===== config.mk =====
export PLATFORM = sky130hd
export DESIGN_NAME = analog_input_diagnostic_record
export DESIGN_NICKNAME = d
export VERILOG_FILES = /design/src/core/diag_record_pkg.sv /design/src/core/analog_input_diagnostic_record.sv
export SDC_FILE = /design/constraint.sdc
export NUM_CORES = 1
export LEC_CHECK = 0
export ABC_AREA = 1
export BUFFER_PORTS_ARGS = -buffer_cell sky130_fd_sc_hd__buf_4
export CORE_ASPECT_RATIO = 1.1
export CORE_MARGIN = 2
export CORE_UTILIZATION = 58
export DETAILED_ROUTE_END_ITERATION = 10
export GPL_ROUTABILITY_DRIVEN = 1
export PLACE_DENSITY = 0.89
export SLEW_MARGIN = 20
export SYNTH_ARGS = -nofsm -noshare
export SYNTH_HDL_FRONTEND = slang
export SYNTH_SLANG_ARGS = --single-unit

===== constraint.sdc =====
create_clock -name clk -period 2.34 [get_ports clk]
set_input_delay 0.117 -clock clk [delete_from_list [all_inputs] [get_ports clk]]
set_output_delay 0.117 -clock clk [all_outputs]
set_load 0.005 [all_outputs]

===== src/core/diag_record_pkg.sv =====
// Constants and carrier types of the analog input diagnostic record.
package diag_record_pkg;
    // Clock and microsecond ticker timing.
    localparam int CLK_PERIOD_NS = 5;
    localparam int TICK_PERIOD_NS = 1000;
    localparam logic [7:0] TICK_CYCLES = 8'(TICK_PERIOD_NS / CLK_PERIOD_NS);
    // Channels and record size.
    localparam int NUM_CH = 2;
    localparam int RECORD_BYTES = 20;
    localparam logic [4:0] SHORT_RECORD_BYTES = 5'h04;
    localparam logic [4:0] FULL_RECORD_BYTES = 5'h14;
    // Record numbers, CANopen indexes and the EtherCAT object.
    localparam logic [15:0] RECSET_SHORT = 16'h0000;
    localparam logic [15:0] RECSET_FULL = 16'h0001;
    localparam logic [15:0] CANOPEN_SHORT = 16'h2f00;
    localparam logic [15:0] CANOPEN_FULL = 16'h2f01;
    localparam logic [15:0] ETHERCAT_OBJECT = 16'h5005;
    // EtherCAT subindexes.
    localparam logic [7:0] SUB_FIRST = 8'h02;
    localparam logic [7:0] SUB_LAST_BYTE = 8'h11;
    localparam logic [7:0] SUB_TICKER = 8'h13;
    // Byte offsets inside the record.
    localparam int OFS_SUMMARY_FIRST = 0;
    localparam int OFS_MODULE_INFO = 1;
    localparam int OFS_RESERVED_THIRD = 2;
    localparam int OFS_SUMMARY_SECOND = 3;
    localparam int OFS_CHANNEL_KIND = 4;
    localparam int OFS_BITS_PER_CH = 5;
    localparam int OFS_CHANNEL_COUNT = 6;
    localparam int OFS_CH_SUMMARY = 7;
    localparam int OFS_CH_ERRORS = 8;
    localparam int OFS_TICKER = 16;
    localparam logic [4:0] TICKER_BYTE_OFS = 5'h10;
    // Fixed and reset values.
    localparam logic [7:0] MODULE_INFO_VAL = 8'h15;
    localparam logic [7:0] CHANNEL_KIND_VAL = 8'h71;
    localparam logic [7:0] BITS_PER_CH_VAL = 8'h08;
    localparam logic [7:0] CHANNEL_COUNT_VAL = 8'h02;
    localparam logic [7:0] ZERO_BYTE = 8'h00;
    // Bit positions of the first and second summary bytes.
    localparam int BIT_MODULE_FAIL = 0;
    localparam int BIT_INTERNAL_ERR = 1;
    localparam int BIT_EXTERNAL_ERR = 2;
    localparam int BIT_CHANNEL_ERR = 3;
    localparam int BIT_AUX_MISSING = 4;
    localparam int BIT_PARAM_ERR = 7;
    localparam int BIT_DIAG_OVERFLOW = 3;
    localparam int BIT_COMM_ERR = 4;
    // Bit positions of a channel error byte.
    localparam int BIT_CH_PARAM = 0;
    localparam int BIT_CH_OVERFLOW = 1;
    localparam int BIT_CH_UNDERFLOW = 2;

    typedef enum logic [1:0] {ACCESS_RECSET, ACCESS_CANOPEN, ACCESS_ETHERCAT} access_kind_t;

    typedef struct packed {
        logic module_failure;
        logic internal_error;
        logic external_error;
        logic aux_supply_missing;
        logic param_error;
        logic diag_buffer_overflow;
        logic internal_comm_error;
        logic [NUM_CH-1:0] ch_param_fault;
        logic [NUM_CH-1:0] ch_overflow;
        logic [NUM_CH-1:0] ch_underflow;
    } error_in_t;

    typedef struct packed {
        logic valid;
        access_kind_t kind;
        logic [15:0] key;
        logic [7:0] subindex;
        logic [4:0] byte_sel;
    } read_req_t;

    typedef struct packed {
        logic valid;
        logic error;
        logic [7:0] data;
    } read_resp_t;
endpackage


===== src/core/analog_input_diagnostic_record.sv =====
// Diagnostic record of the two-channel analog voltage input module.
`timescale 1ns/1ps
`default_nettype none

// What this block does
// - The block has no interrupt output; diagnostics are the readable record bytes and the channel indicators.
// - An error on a channel lights that channel's indicator and is entered in the record.
// - Parameter faults, range overflow and range underflow are detected and recorded.
// - Record set 01h returns the whole record and record set 00h its first four bytes.
// - CANopen index 2F01h returns the whole record and index 2F00h its first four bytes.
// - EtherCAT object 5005h reaches each record byte or field by its own subindex.
// - First summary byte bits 0 to 3 flag module failure, internal, external and channel error.
// - First summary byte bit 4 flags missing auxiliary supply and bit 7 a parameter error.
// - Module information bits 3 to 0 hold class 0101b for an analog module.
// - Module information bit 4 marks channel information present, giving the value 15h.
// - Second summary byte bit 3 flags an internal diagnostics buffer overflow.
// - Second summary byte bit 4 flags an internal communication error.
module analog_input_diagnostic_record
    import diag_record_pkg::*;
(
    // Clock and reset.
    input wire logic clk,
    input wire logic rst_b,
    // Error conditions from the measuring logic.
    input wire error_in_t err_in,
    // Record read port towards the bus coupler.
    input wire read_req_t rd_req,
    output var read_resp_t rd_resp,
    // Channel indicators.
    output logic [NUM_CH-1:0] ch_led
);

    typedef struct packed {
        logic [31:0] ticker;
        logic [7:0] prescale;
        logic [7:0] summary_first;
        logic [7:0] summary_second;
        logic [7:0] ch_summary;
        logic [NUM_CH-1:0][7:0] ch_err;
        logic [NUM_CH-1:0] led;
        read_resp_t resp;
    } state_t;

    state_t st_reg;
    state_t st_next;
    logic [NUM_CH-1:0][7:0] ch_err_now;
    logic [RECORD_BYTES-1:0][7:0] record;

    // ****************************************
    // Channel error bytes
    // ****************************************
    genvar gi;
    generate
        for (gi = 0; gi < NUM_CH; gi++)
        begin : g_ch
            always_comb
            begin
                ch_err_now[gi] = ZERO_BYTE;
                ch_err_now[gi][BIT_CH_PARAM] = err_in.ch_param_fault[gi];
                ch_err_now[gi][BIT_CH_OVERFLOW] = err_in.ch_overflow[gi];
                ch_err_now[gi][BIT_CH_UNDERFLOW] = err_in.ch_underflow[gi];
            end
        end
    endgenerate

    // ****************************************
    // Record image
    // ****************************************
    always_comb
    begin
        record = '0;
        record[OFS_SUMMARY_FIRST] = st_reg.summary_first;
        record[OFS_MODULE_INFO] = MODULE_INFO_VAL;
        record[OFS_RESERVED_THIRD] = ZERO_BYTE;
        record[OFS_SUMMARY_SECOND] = st_reg.summary_second;
        record[OFS_CHANNEL_KIND] = CHANNEL_KIND_VAL;
        record[OFS_BITS_PER_CH] = BITS_PER_CH_VAL;
        record[OFS_CHANNEL_COUNT] = CHANNEL_COUNT_VAL;
        record[OFS_CH_SUMMARY] = st_reg.ch_summary;
        for (int i = 0; i < NUM_CH; i++)
        begin
            record[OFS_CH_ERRORS + i] = st_reg.ch_err[i];
        end
        for (int i = 0; i < 4; i++)
        begin
            record[OFS_TICKER + i] = st_reg.ticker[8*i +: 8];
        end
    end

    // ****************************************
    // Next state
    // ****************************************
    always_comb
    begin
        logic hit;
        logic [4:0] idx;
        logic [4:0] limit;
        st_next = st_reg;
        hit = 1'b0;
        idx = 5'h00;
        limit = 5'h00;
        // Microsecond ticker.
        if (st_reg.prescale == TICK_CYCLES - 8'h01)
        begin
            st_next.prescale = 8'h00;
            st_next.ticker = st_reg.ticker + 32'h0000_0001;
        end
        else
        begin
            st_next.prescale = st_reg.prescale + 8'h01;
        end
        // Channel errors, summaries and indicators.
        st_next.ch_err = ch_err_now;
        st_next.ch_summary = ZERO_BYTE;
        for (int i = 0; i < NUM_CH; i++)
        begin
            st_next.ch_summary[i] = |ch_err_now[i];
        end
        st_next.led = st_next.ch_summary[NUM_CH-1:0];
        st_next.summary_first = ZERO_BYTE;
        st_next.summary_first[BIT_MODULE_FAIL] = err_in.module_failure;
        st_next.summary_first[BIT_INTERNAL_ERR] = err_in.internal_error;
        st_next.summary_first[BIT_EXTERNAL_ERR] = err_in.external_error;
        st_next.summary_first[BIT_CHANNEL_ERR] = |st_next.ch_summary;
        st_next.summary_first[BIT_AUX_MISSING] = err_in.aux_supply_missing;
        st_next.summary_first[BIT_PARAM_ERR] = err_in.param_error
            | (|err_in.ch_param_fault);
        st_next.summary_second = ZERO_BYTE;
        st_next.summary_second[BIT_DIAG_OVERFLOW] = err_in.diag_buffer_overflow;
        st_next.summary_second[BIT_COMM_ERR] = err_in.internal_comm_error;
        // Record read decode.
        if (rd_req.kind == ACCESS_RECSET && rd_req.key == RECSET_FULL)
        begin
            limit = FULL_RECORD_BYTES;
        end
        else if (rd_req.kind == ACCESS_RECSET && rd_req.key == RECSET_SHORT)
        begin
            limit = SHORT_RECORD_BYTES;
        end
        else if (rd_req.kind == ACCESS_CANOPEN && rd_req.key == CANOPEN_FULL)
        begin
            limit = FULL_RECORD_BYTES;
        end
        else if (rd_req.kind == ACCESS_CANOPEN && rd_req.key == CANOPEN_SHORT)
        begin
            limit = SHORT_RECORD_BYTES;
        end
        if (limit != 5'h00)
        begin
            hit = rd_req.byte_sel < limit;
            idx = rd_req.byte_sel;
        end
        else if (rd_req.kind == ACCESS_ETHERCAT && rd_req.key == ETHERCAT_OBJECT)
        begin
            if (rd_req.subindex >= SUB_FIRST && rd_req.subindex <= SUB_LAST_BYTE)
            begin
                hit = 1'b1;
                idx = 5'(rd_req.subindex - SUB_FIRST);
            end
            else if (rd_req.subindex == SUB_TICKER && rd_req.byte_sel < 5'h04)
            begin
                hit = 1'b1;
                idx = TICKER_BYTE_OFS + rd_req.byte_sel;
            end
        end
        st_next.resp.valid = rd_req.valid;
        st_next.resp.error = rd_req.valid & ~hit;
        st_next.resp.data = (rd_req.valid && hit) ? record[idx] : ZERO_BYTE;
    end

    // ****************************************
    // State register
    // ****************************************
    always_ff @(posedge clk or negedge rst_b)
    begin
        if (!rst_b)
        begin
            st_reg <= '0;
        end
        else
        begin
            st_reg <= st_next;
        end
    end

    assign rd_resp = st_reg.resp;
    assign ch_led = st_reg.led;
endmodule // analog_input_diagnostic_record

`default_nettype wire


# [Yosys cells after proc, flatten, opt, wreduce, memory -nomap -nowiden]
# Index checks and enable logic that the tools add are counted.
[word_totals] regBits=66 output_inout_bits=12 elab_cells=61 inputBits=47
[op_classes] bitwise_logic=3 order_cmp=5 n_addsub=4 eq_ne=8 n_reduce_logical=15 mux=16
[op_table] cell="$bmux W8 S5" n=1
[op_table] cell="$mux W5" n=7
[op_table] cell="$add A32 B1 Y32 const B" n=1
[op_table] cell="$eq A16 B14 Y1 const B" n=2
[op_table] cell="$mux W8" n=3
[op_table] cell="$eq A16 B1 Y1 const B" n=1
[op_table] cell="$eq A16 B15 Y1 const B" n=1
[op_table] cell="$logic_not A16 Y1" n=1
[op_table] cell="$add A8 B1 Y8 const B" n=1
[op_table] cell="$eq A8 B5 Y1 const B" n=1
[op_table] cell="$eq A8 B8 Y1 const B" n=1
[op_table] cell="$ge A8 B2 Y1 const B" n=1
[op_table] cell="$le A8 B5 Y1 const B" n=1
[op_table] cell="$logic_and A1 B1 Y1" n=8
[op_table] cell="$lt A5 B6 Y1 const B" n=1
[op_table] cell="$reduce_or A3 Y1" n=2
[op_table] cell="$reduce_or A6 Y1" n=1
[op_table] cell="$add A5 B5 Y5 const A" n=1
[op_table] cell="$lt A5 B3 Y1 const B" n=1
[op_table] cell="$lt A5 B5 Y1" n=1
[op_table] cell="$reduce_bool A5 Y1" n=1
[op_table] cell="$sub A5 B2 Y5 const B" n=1
[op_table] cell="$mux W1" n=4
[op_table] cell="$mux W3" n=1
[op_table] cell="7 further kinds" n=7

# [Longest topological paths before layout]
# Gate-level depths: netlist (run 1).
[logic_depth] ltp_word=11 ltp_mapped=20 mapped_depth_nobuf=20

# [Least setup slack after synthesis (run 1)]
# No wires, ideal clock.
[synth_path] path_type="in2reg" from="input port rd_req[20] in the netlist's numbering" to="register st_reg (netlist bit rd_resp[0])" setup_ns=0.062 cell_stages=16 slack_ns=0.514 required_ns=2.278 path_buffers=0 t_arrival_ns=1.763 cell_sequence="nor2_2 -> nand3_1 -> nor3_4 -> nand2_4 -> clkinv_2 -> nand2_1 -> ha_1 -> a21oi_1 -> nand2_1 -> nand2_1 -> nand3_2 -> nor2_2 -> nand2_1 -> nand2_1 -> nand2_1 -> inv_1"
[synth_rtl] item="start: declaration" line_no="analog_input_diagnostic_record.sv:27" rtl="input wire read_req_t rd_req,"
[synth_rtl] item="end signal: assignment" line_no="analog_input_diagnostic_record.sv:182" rtl="st_reg <= st_next;"
[synth_rtl] item="end: declaration" line_no="analog_input_diagnostic_record.sv:44" rtl="state_t st_reg;"

# [Worst setup path after layout (run 1)]
[layout_path] from="register st_reg[52] in the netlist's numbering" to="register st_reg (netlist bit record[154])"
[layout_between] elab_chain_cells=1
[layout_lines] item="$eq A8 B8 Y1" line_no="analog_input_diagnostic_record.sv:103" rtl="if (st_reg.prescale == TICK_CYCLES - 8'h01)"
# No other way between the ends.
# A chain may end at the register's enable or synchronous reset.

==> results.toml, run 1 <==
[setup_path]
critPathLaunchType = "register"
worstSetupStartpoint = "st_reg[52]"
crit_type = "register to register"
reg2reg_slack_ns = 0.33
path_max_fanout = 10
cp-endpoint = "record[154]"
arrival_ns = 2.22
rr_worst_depth = 9
r2r_end = "record[154]"
r2r_start = "st_reg[52]"
endpoint_kind = "register"
crit_required_ns = 2.55

[timing]
hold_violations = 0
max_slew.worst_pin.slew_ns = 0.813
worst_slack_ns = 0.332
max_slew_margin_pct = 45.8
setup_viol = 0
final.period_utilization_pct = 85.8
skew_ns = 0.0123
whs_ns = 0.285
rsz0062_at_grt = "false"
fin_setup_tns_ns = 0
slew_viol_final = 0
min_period_ns = 2.01
fmax_mhz = 498

[finish]
fillers = 535
largest_reg_flops = 46
drive_above_1_share_pct = 19.8
fin_util_pct = 71.8
final_cell_mix = "nand2_1, inv_1, dfrtp_1"
final_cells = 679
layout.nets = 643
antenna_cells = 0
layout_commonest_cell = "nand2_1"
syn2layout_area_growth_pct = 18.9

[logic_synthesis]
synthCells = 523
ys_ff_latch = 66
synth_area_per_cell_um2 = 7.71
synth-edff-count = 0
ys_seq_area_share_pct = 41.0
ys_async_sr_fraction_pct = 100
syn_area_mm2 = 0.00403
syn_nets = 574
ys_types = 38
synthFlopType = "dfrtp_1"
ys_warn_count = 0

[detailed_routing]
ant_nets = 0
avgRoutedWirePerCell_um = 13.4
detail_route.first_pass.iterations = 5
drc = 0
drt_iter0_markers = 236
vias = 3576
routed_via_density = 5.27
drt-total-wl_um = 9110

[pwr]
ir_drop_v = 0.000393
power.switching_mw = 0.526
seq_power_share_pct = 50.6
power.leakage_nw = 2.47
swShare_pct = 22.9
pwr-share-comb_pct = 7.9
power_frac_clock_pct = 41.5
powerDensity_mw_per_mm2 = 478
p_int_mw = 1.77

[die]
core_mm2 = 0.00667
start_util_pct = 60.4
io_pins = 59
dieArea_mm2 = 0.00763
rows = 31
die_w_um = 83.5
die_y_um = 91.4

[flow_run]
drv_cap = 0

[placement]
post-place-cells = 648
dp_slack_ns = 0.123
gp_congestion = 0.882
post-dp-hpwl_um = 6930
io_buffer_count = 58

[grt]
grt_max_degree = 67
grt_usage_pct = 25.5
grt_antenna_before_repair = 0
grt_pass1_vias = 3548
grt_overflow = 0
grt_pass1_wl_um = 15800

[clock_network]
cts_tree = "done"
cts_max_level = 3
clockBufferDepth = 2
clock-sinks = 66
cts-root-buf = "clkbuf_8"
clk_pin_slew_worst_paths_ns = 0.07
cts_made_buffers = 9
post-cts-setup-buffers = 0
clk_latency_ns = 0.34

[hold_path]
min_path_type = "input pin to register"

[outcome]
outcome = "completed"
==> layer usage <==
metal / GRT usage (%) / share of wire, % / wire (µm) / vias up
met4: 9.54 / 1.6 / 144 / 0
met1: 33.2 / 44 / 4020 / 1670
met3: 4.36 / 4.7 / 425 / 19
met2: 42.7 / 50 / 4510 / 104
met5: 0 / 0 / 0 / -
li1: - / - / - / 1783
==> critical path, cell delays in order, from the launching register on <==
cell and delay [ns]:
dfrtp_1 0.37, ha_1 0.17, nand2_1 0.08, inv_2 0.10, nand4_4 0.20, nor2_1 0.20
nand4_1 0.25, nor2_1 0.23, nand2_1 0.10, xor2_1 0.17
==> cell families after synthesis <==
family	count (synthesis)	synth area share [%]
simple gates	296	35.8
buf+inv	92	10.5
flops	66	41.0
compound gates	33	4.53
xor+xnor	32	6.95
fa+ha+maj	4	1.24
==> layout make-up <==
cell class,count,area [µm²],share of cell area (%)
clock buffers,12,145,3.03
well taps,82,103,2.14
clock inverters,4,51.3,1.07
repair buffers,74,593,12.4
flip-flops and latches,66,1650,34.5
multi-input cells,365,1960,40.9
inverters,76,290,6.06
==> Yosys cell counts (6+ instances only) <==
master	number	area, µm²
a21oi_1	13	65.1
buf_4	13	97.6
dfrtp_1	66	1650
inv_1	69	259
nand2_1	135	507
nand2_2	8	50.1
nand3_1	46	230
nand4_1	11	68.8
nor2_1	47	176
nor2_2	9	56.3
nor3_1	16	80.1
o21ai_0	12	60.1
xnor2_1	6	52.6
xor2_1	26	228
==> power by group through the flow <==
stage / registers [mW] / logic (mW) / clock network, mW
6_report: 1.16 / 0.181 / 0.952
5_1_grt: 1.16 / 0.203 / 1.02
4_1_cts: 1.16 / 0.181 / 0.973
3_5_place_dp: 1.18 / 0.160 / 0
3_3_place_gp: 1.18 / 0.153 / 0
2_1_floorplan: 1.18 / 0.0521 / 0
==> through the flow <==
stage	total power, mW	cell area, µm²
floorplan	1.23	4030
global placement	1.34	4450
detailed placement	1.34	4450
CTS	2.31	4790
global route	2.39	4790
finish	2.29	4790
==> repair_timing <==
action / in CTS / in global routing
hold buffers: 15 / 0
hold endpoints to repair: 83 / 0
gates resized for setup: 0 / 0
==> worst min path at each step <==
stage | cells after the start | end | startpoint
after floorplan | 0 | ch_led[0] | rst_b
after global placement | 1 | record[28] | err_in[6]
after detailed placement | 1 | record[28] | err_in[6]
after CTS | 6 | rd_resp[8] | rd_req[3]
after global routing | 6 | rd_resp[8] | rd_req[3]
final | 6 | rd_resp[8] | rd_req[3]
No activity file was read; power rests on OpenSTA's default activity.
==> run 2, diff against run 1 <==
Settings changed: HOLD_SLACK_MARGIN set to 0.1, RECOVER_POWER set to 25.
==> run 2 against run 1 <==
Against the previous run: the flow now finishes with violations (capacitance limit, slew limit); core utilization shrank 0.32 points; final area shrank 0.44%; worst hold slack gained 0.0028 ns; clock skew is essentially flat; critical path depth grew 3; combinational power shrank 3%; clock-buffer cell count is the same; sequential power is essentially flat; clock power is essentially flat; global-route usage is the same; fmax is essentially flat; sequential cell count is the same; critical endpoint is now record[157]; largest power group unchanged; highest routed layer unchanged.
==> results.toml, run 2 (synthesis gave the netlist of run 1 again) <==
[placement]
io_buffer_count = 58
gp_congestion = 0.882
post-dp-hpwl_um = 6930

[outcome]
outcome = "complete, but fails checks"
violations = "capacitance limit, slew limit"

[grt]
grt_pass1_wl_um = 15800
grt_usage_pct = 25.5
grt_overflow = 0
grt_antenna_before_repair = 0
grt_pass1_vias = 3548
grt_max_degree = 67

[finish]
multi_input_area_mm2 = 0.00196
drive_above_1_share_pct = 18.9
largest_reg_flops = 46
antenna_cells = 0
fillers = 546
layout_commonest_cell = "nand2_1"
layout.nets = 643
seq_area_mm2 = 0.00165
final_cell_mix = "nand2_1, inv_1, dfrtp_1"
syn2layout_area_growth_pct = 18.3
fin_util_pct = 71.5

[die]
start_util_pct = 60.4
rows = 31
die_w_um = 83.5
io_pins = 59
die_y_um = 91.4
dieArea_mm2 = 0.00763
core_mm2 = 0.00667

[pwr]
p_total_mw = 2.29
powerDensity_mw_per_mm2 = 479
power.leakage_nw = 2.45
ir_drop_v = 0.000390

[clock_network]
clock-sinks = 66
post-cts-setup-buffers = 0
clk_latency_ns = 0.34
cts_made_buffers = 9
cts_resized = 0
clk_pin_slew_worst_paths_ns = 0.07
cts_tree = "done"
cts_max_level = 3
clockBufferDepth = 2
cts-root-buf = "clkbuf_8"

[timing]
skew_ns = 0.0122
min_period_ns = 2.01
slew_viol_final = 67
hold_violations = 0
fmax_mhz = 498
max_slew.worst_pin.slew_ns = 1.57
max_slew_margin_pct = -4.84
final.period_utilization_pct = 85.8
setup_viol = 0
rsz0062_at_grt = "false"
fin_setup_tns_ns = 0

[setup_path]
path_delay_family = "simple AND/OR/NAND/NOR gates"
crit_type = "register to register"
critPathMaxStageDelay_ns = 0.37
path_buf_inv = 2
path_max_fanout = 10
cp_cell_sequence = "ha_1, nand2_1, inv_2, nand4_4, clkinv_2, nand2_4, nor2_8, nand3_4, nor3_4, nand2_2, nor2_2, xor2_1"
arrival_ns = 2.27
cp_slowest_cell = "dfrtp_1"
crit_required_ns = 2.60
critPathLaunchType = "register"
endpoint_kind = "register"

[detailed_routing]
ant_nets = 0
drc = 0
drt_iter0_markers = 224
routed_via_density = 5.22
detail_route.first_pass.iterations = 5
avgRoutedWirePerCell_um = 13.3
drt-total-wl_um = 9060
vias = 3543

[hold_path]
min_path_type = "input pin to register"

[flow_run]
drv_cap = 1
==> run 2: changes by cell type in the layout (fill, tap and decap cells not counted) <==
cell,before,now
clkbuf_1,2,7
buf_4,59,33
clkbuf_2,0,1
clkbuf_4,0,20
==> run 2: worst register-to-register path: cells and delay by family, from the launching register on <==
family        cells  cell delay [ns]
fa+ha+maj         1             0.17
flops             1             0.37
buf+inv           2             0.25
simple gates      8             0.99
xor+xnor          1             0.16
==> run 2: area by class of cell <==
cell class,count,share of cell area (%)
inverter,76,6.08
timing repair buffer,74,12.0
multi-input combinational,365,41.0
tap,82,2.15
sequential,66,34.6
clock buffer,12,3.04
clock inverter,4,1.08
==> run 2: path summary, 6_finish.rpt <==
check / slack (ns) / depth (start not counted) / startpoint / to
max in group asynchronous: 0.68 / 2 / rst_b / record[27]
min: 0.29 / 6 / rd_req[3] / rd_resp[8]
max: 0.33 / 12 / st_reg[52] / record[157]
min reg2reg: 0.46 / 1 / st_reg[52] / st_reg[52]
max reg2reg: 0.33 / 12 / st_reg[52] / record[157]
min in group asynchronous: 0.69 / 2 / rst_b / rd_resp[1]
==> run 2: stage by stage <==
step / instance area (µm²) / cells / hold slack [ns] / setup slack [ns]
after floorplan: 4030 / 523 / -0.179 / 0.514
after global placement: 4450 / 648 / 0.226 / 0.308
after detailed placement: 4450 / 648 / 0.228 / 0.123
after CTS: 4790 / 679 / 0.274 / 0.307
after global routing: 4770 / 679 / 0.322 / 0.0987
final: 4770 / 679 / 0.288 / 0.332
==> run 2: power breakdown <==
group	total (mW)	switching, mW	internal, mW
registers	1.16	0.00528	1.15
logic	0.175	0.0904	0.0847
clock network	0.952	0.430	0.522
==> run 2: routing by layer <==
metal | up-vias | GRT usage (%) | wire length (µm)
met4 | 0 | 9.54 | 127
met5 | - | 0 | 0
li1 | 1781 | - | -
met1 | 1660 | 33.2 | 3970
met2 | 88 | 42.7 | 4530
met3 | 14 | 4.36 | 429
==> run 2: repair_timing <==
action | CTS | global route
hold endpoints to repair | 84 | 0
setup endpoints to repair | 0 | 0
hold buffers | 15 | 0
==> run 3, diff against run 2 <==
Settings changed: CORE_UTILIZATION 58 to 30, CTS_CLUSTER_SIZE set to 25, PLACE_DENSITY 0.89 to 0.55.
==> run 3 against run 2 <==
Against the previous run: the run still ends with capacitance limit, slew limit left; critical endpoint unchanged; critical path depth unchanged; first-iteration DRC count decreased by 13%; highest routed layer unchanged; final cell count up 12%; via count down 0.90%; fmax decreased by 1.6%; global-route usage decreased by 11 points; final area grew 3.9%; non-clock buffer count stayed put; sequential cell count stayed put; clock power grew 43%; setup slack worse by 0.032 ns.
==> results.toml, run 3 (synthesis gave the netlist of run 1 again) <==
[outcome]
outcome = "complete, but fails checks"
violations = "capacitance limit, slew limit"

[pwr]
ir_drop_v = 0.000302
powerDensity_mw_per_mm2 = 543
p_total_mw = 2.69
power.leakage_nw = 2.48

[setup_path]
crit_type = "register to register"
arrival_ns = 2.29
path_delay_family = "simple AND/OR/NAND/NOR gates"
cp_cell_sequence = "ha_1, nand2_1, inv_2, nand4_4, clkinv_2, nand2_4, nor2_8, nand3_4, nor3_4, nand2_2, nor2_2, xor2_1"
path_max_fanout = 10
critPathMaxStageDelay_ns = 0.37
critPathLaunchType = "register"
cp_slowest_cell = "dfrtp_1"
path_buf_inv = 2
crit_required_ns = 2.59
endpoint_kind = "register"

[clock_network]
cts_resized = 0
clock-sinks = 66
cts_tree = "done"
cts_made_buffers = 9
clk_pin_slew_worst_paths_ns = 0.06
cts_max_level = 3
clk_latency_ns = 0.33
cts-root-buf = "clkbuf_16"
clockBufferDepth = 2

[finish]
layout.nets = 643
layout_commonest_cell = "nand2_1"
final_cell_mix = "nand2_1, inv_1, dfrtp_1"
drive_above_1_share_pct = 18.4
antenna_cells = 0
final_cells = 758
syn2layout_area_growth_pct = 23.0
final_cell_area_mm2 = 0.00496
fillers = 1360
fin_util_pct = 37.7
largest_reg_flops = 46

[timing]
max_slew.worst_pin.slew_ns = 1.60
final.period_utilization_pct = 87.2
skew_ns = 0.00751
rsz0062_at_grt = "false"
hold_violations = 0
fin_setup_tns_ns = 0
worst_slack_ns = 0.300
min_period_ns = 2.04
max_slew_margin_pct = -6.75
whs_ns = 0.294
slew_viol_final = 67
setup_viol = 0
fmax_mhz = 490

[placement]
post-place-cells = 727
dpl_cell_area_mm2 = 0.00454
dp_slack_ns = 0.151
post-dp-hpwl_um = 7670
gp_congestion = 0.925
io_buffer_count = 58

[grt]
grt_pass1_wl_um = 16500
grt_antenna_before_repair = 0
grt_max_degree = 67
grt_overflow = 0
grt_usage_pct = 14.3
grt_pass1_vias = 3437

[hold_path]
min_path_type = "input pin to register"

[detailed_routing]
vias = 3511
avgRoutedWirePerCell_um = 12.8
ant_nets = 0
detail_route.first_pass.iterations = 4
drt-total-wl_um = 9740
routed_via_density = 4.63
drc = 0
drt_iter0_markers = 194

[die]
rows = 44
dieArea_mm2 = 0.0144
die_w_um = 115
core_mm2 = 0.0132
die_y_um = 126
start_util_pct = 30.6
io_pins = 59

[flow_run]
drv_cap = 1
-- run 3: path summary, 6_finish.rpt --
check                                start           to  slack, ns  depth (start not counted)
max in group asynchronous            rst_b    record[2]       0.64                          2
worst min-delay path             rd_req[3]   rd_resp[8]       0.29                          6
min in group asynchronous            rst_b   st_reg[57]       0.73                          2
worst max-delay path            st_reg[52]  record[157]       0.30                         12
worst max register to register  st_reg[52]  record[157]       0.30                         12
worst min register to register  st_reg[52]   st_reg[52]       0.46                          1
-- run 3: cell type report --
cell class	instances	area [µm²]	share of cell area (%)
well taps	161	201	4.06
repair buffers	74	553	11.2
flip-flops and latches	66	1650	33.3
clock inverters	7	77.6	1.56
clock buffers	9	225	4.54
inverters	76	290	5.86
multi-input cells	365	1960	39.5
-- run 3: worst register-to-register path, cell delays in order, from the launching register on --
cell and delay, ns:
dfrtp_1 0.37, ha_1 0.17, nand2_1 0.08, inv_2 0.10, nand4_4 0.20, clkinv_2 0.16, nand2_4 0.08, nor2_8 0.13
nand3_4 0.10, nor3_4 0.19, nand2_2 0.11, nor2_2 0.11, xor2_1 0.16
-- run 3: repair_timing --
action / CTS / global route
hold buffers: 15 / 0
setup buffers: 0 / 0
hold endpoints to repair: 84 / 0
setup endpoints to repair: 0 / 0
-- run 3: layer usage --
metal | global-route usage (%) | part of all wire [%]
met2 | 22.0 | 47
met3 | 2.81 | 5.0
met5 | 0 | 0
met4 | 4.23 | 1.3
met1 | 20.4 | 47
-- run 3: power by group --
part           switching (mW)  internal [mW]  leakage (nW)
Combinational          0.0902         0.0843          1.47
Sequential            0.00506           1.16         0.857
Clock                   0.524          0.833         0.146
Total                   0.619           2.07          2.48
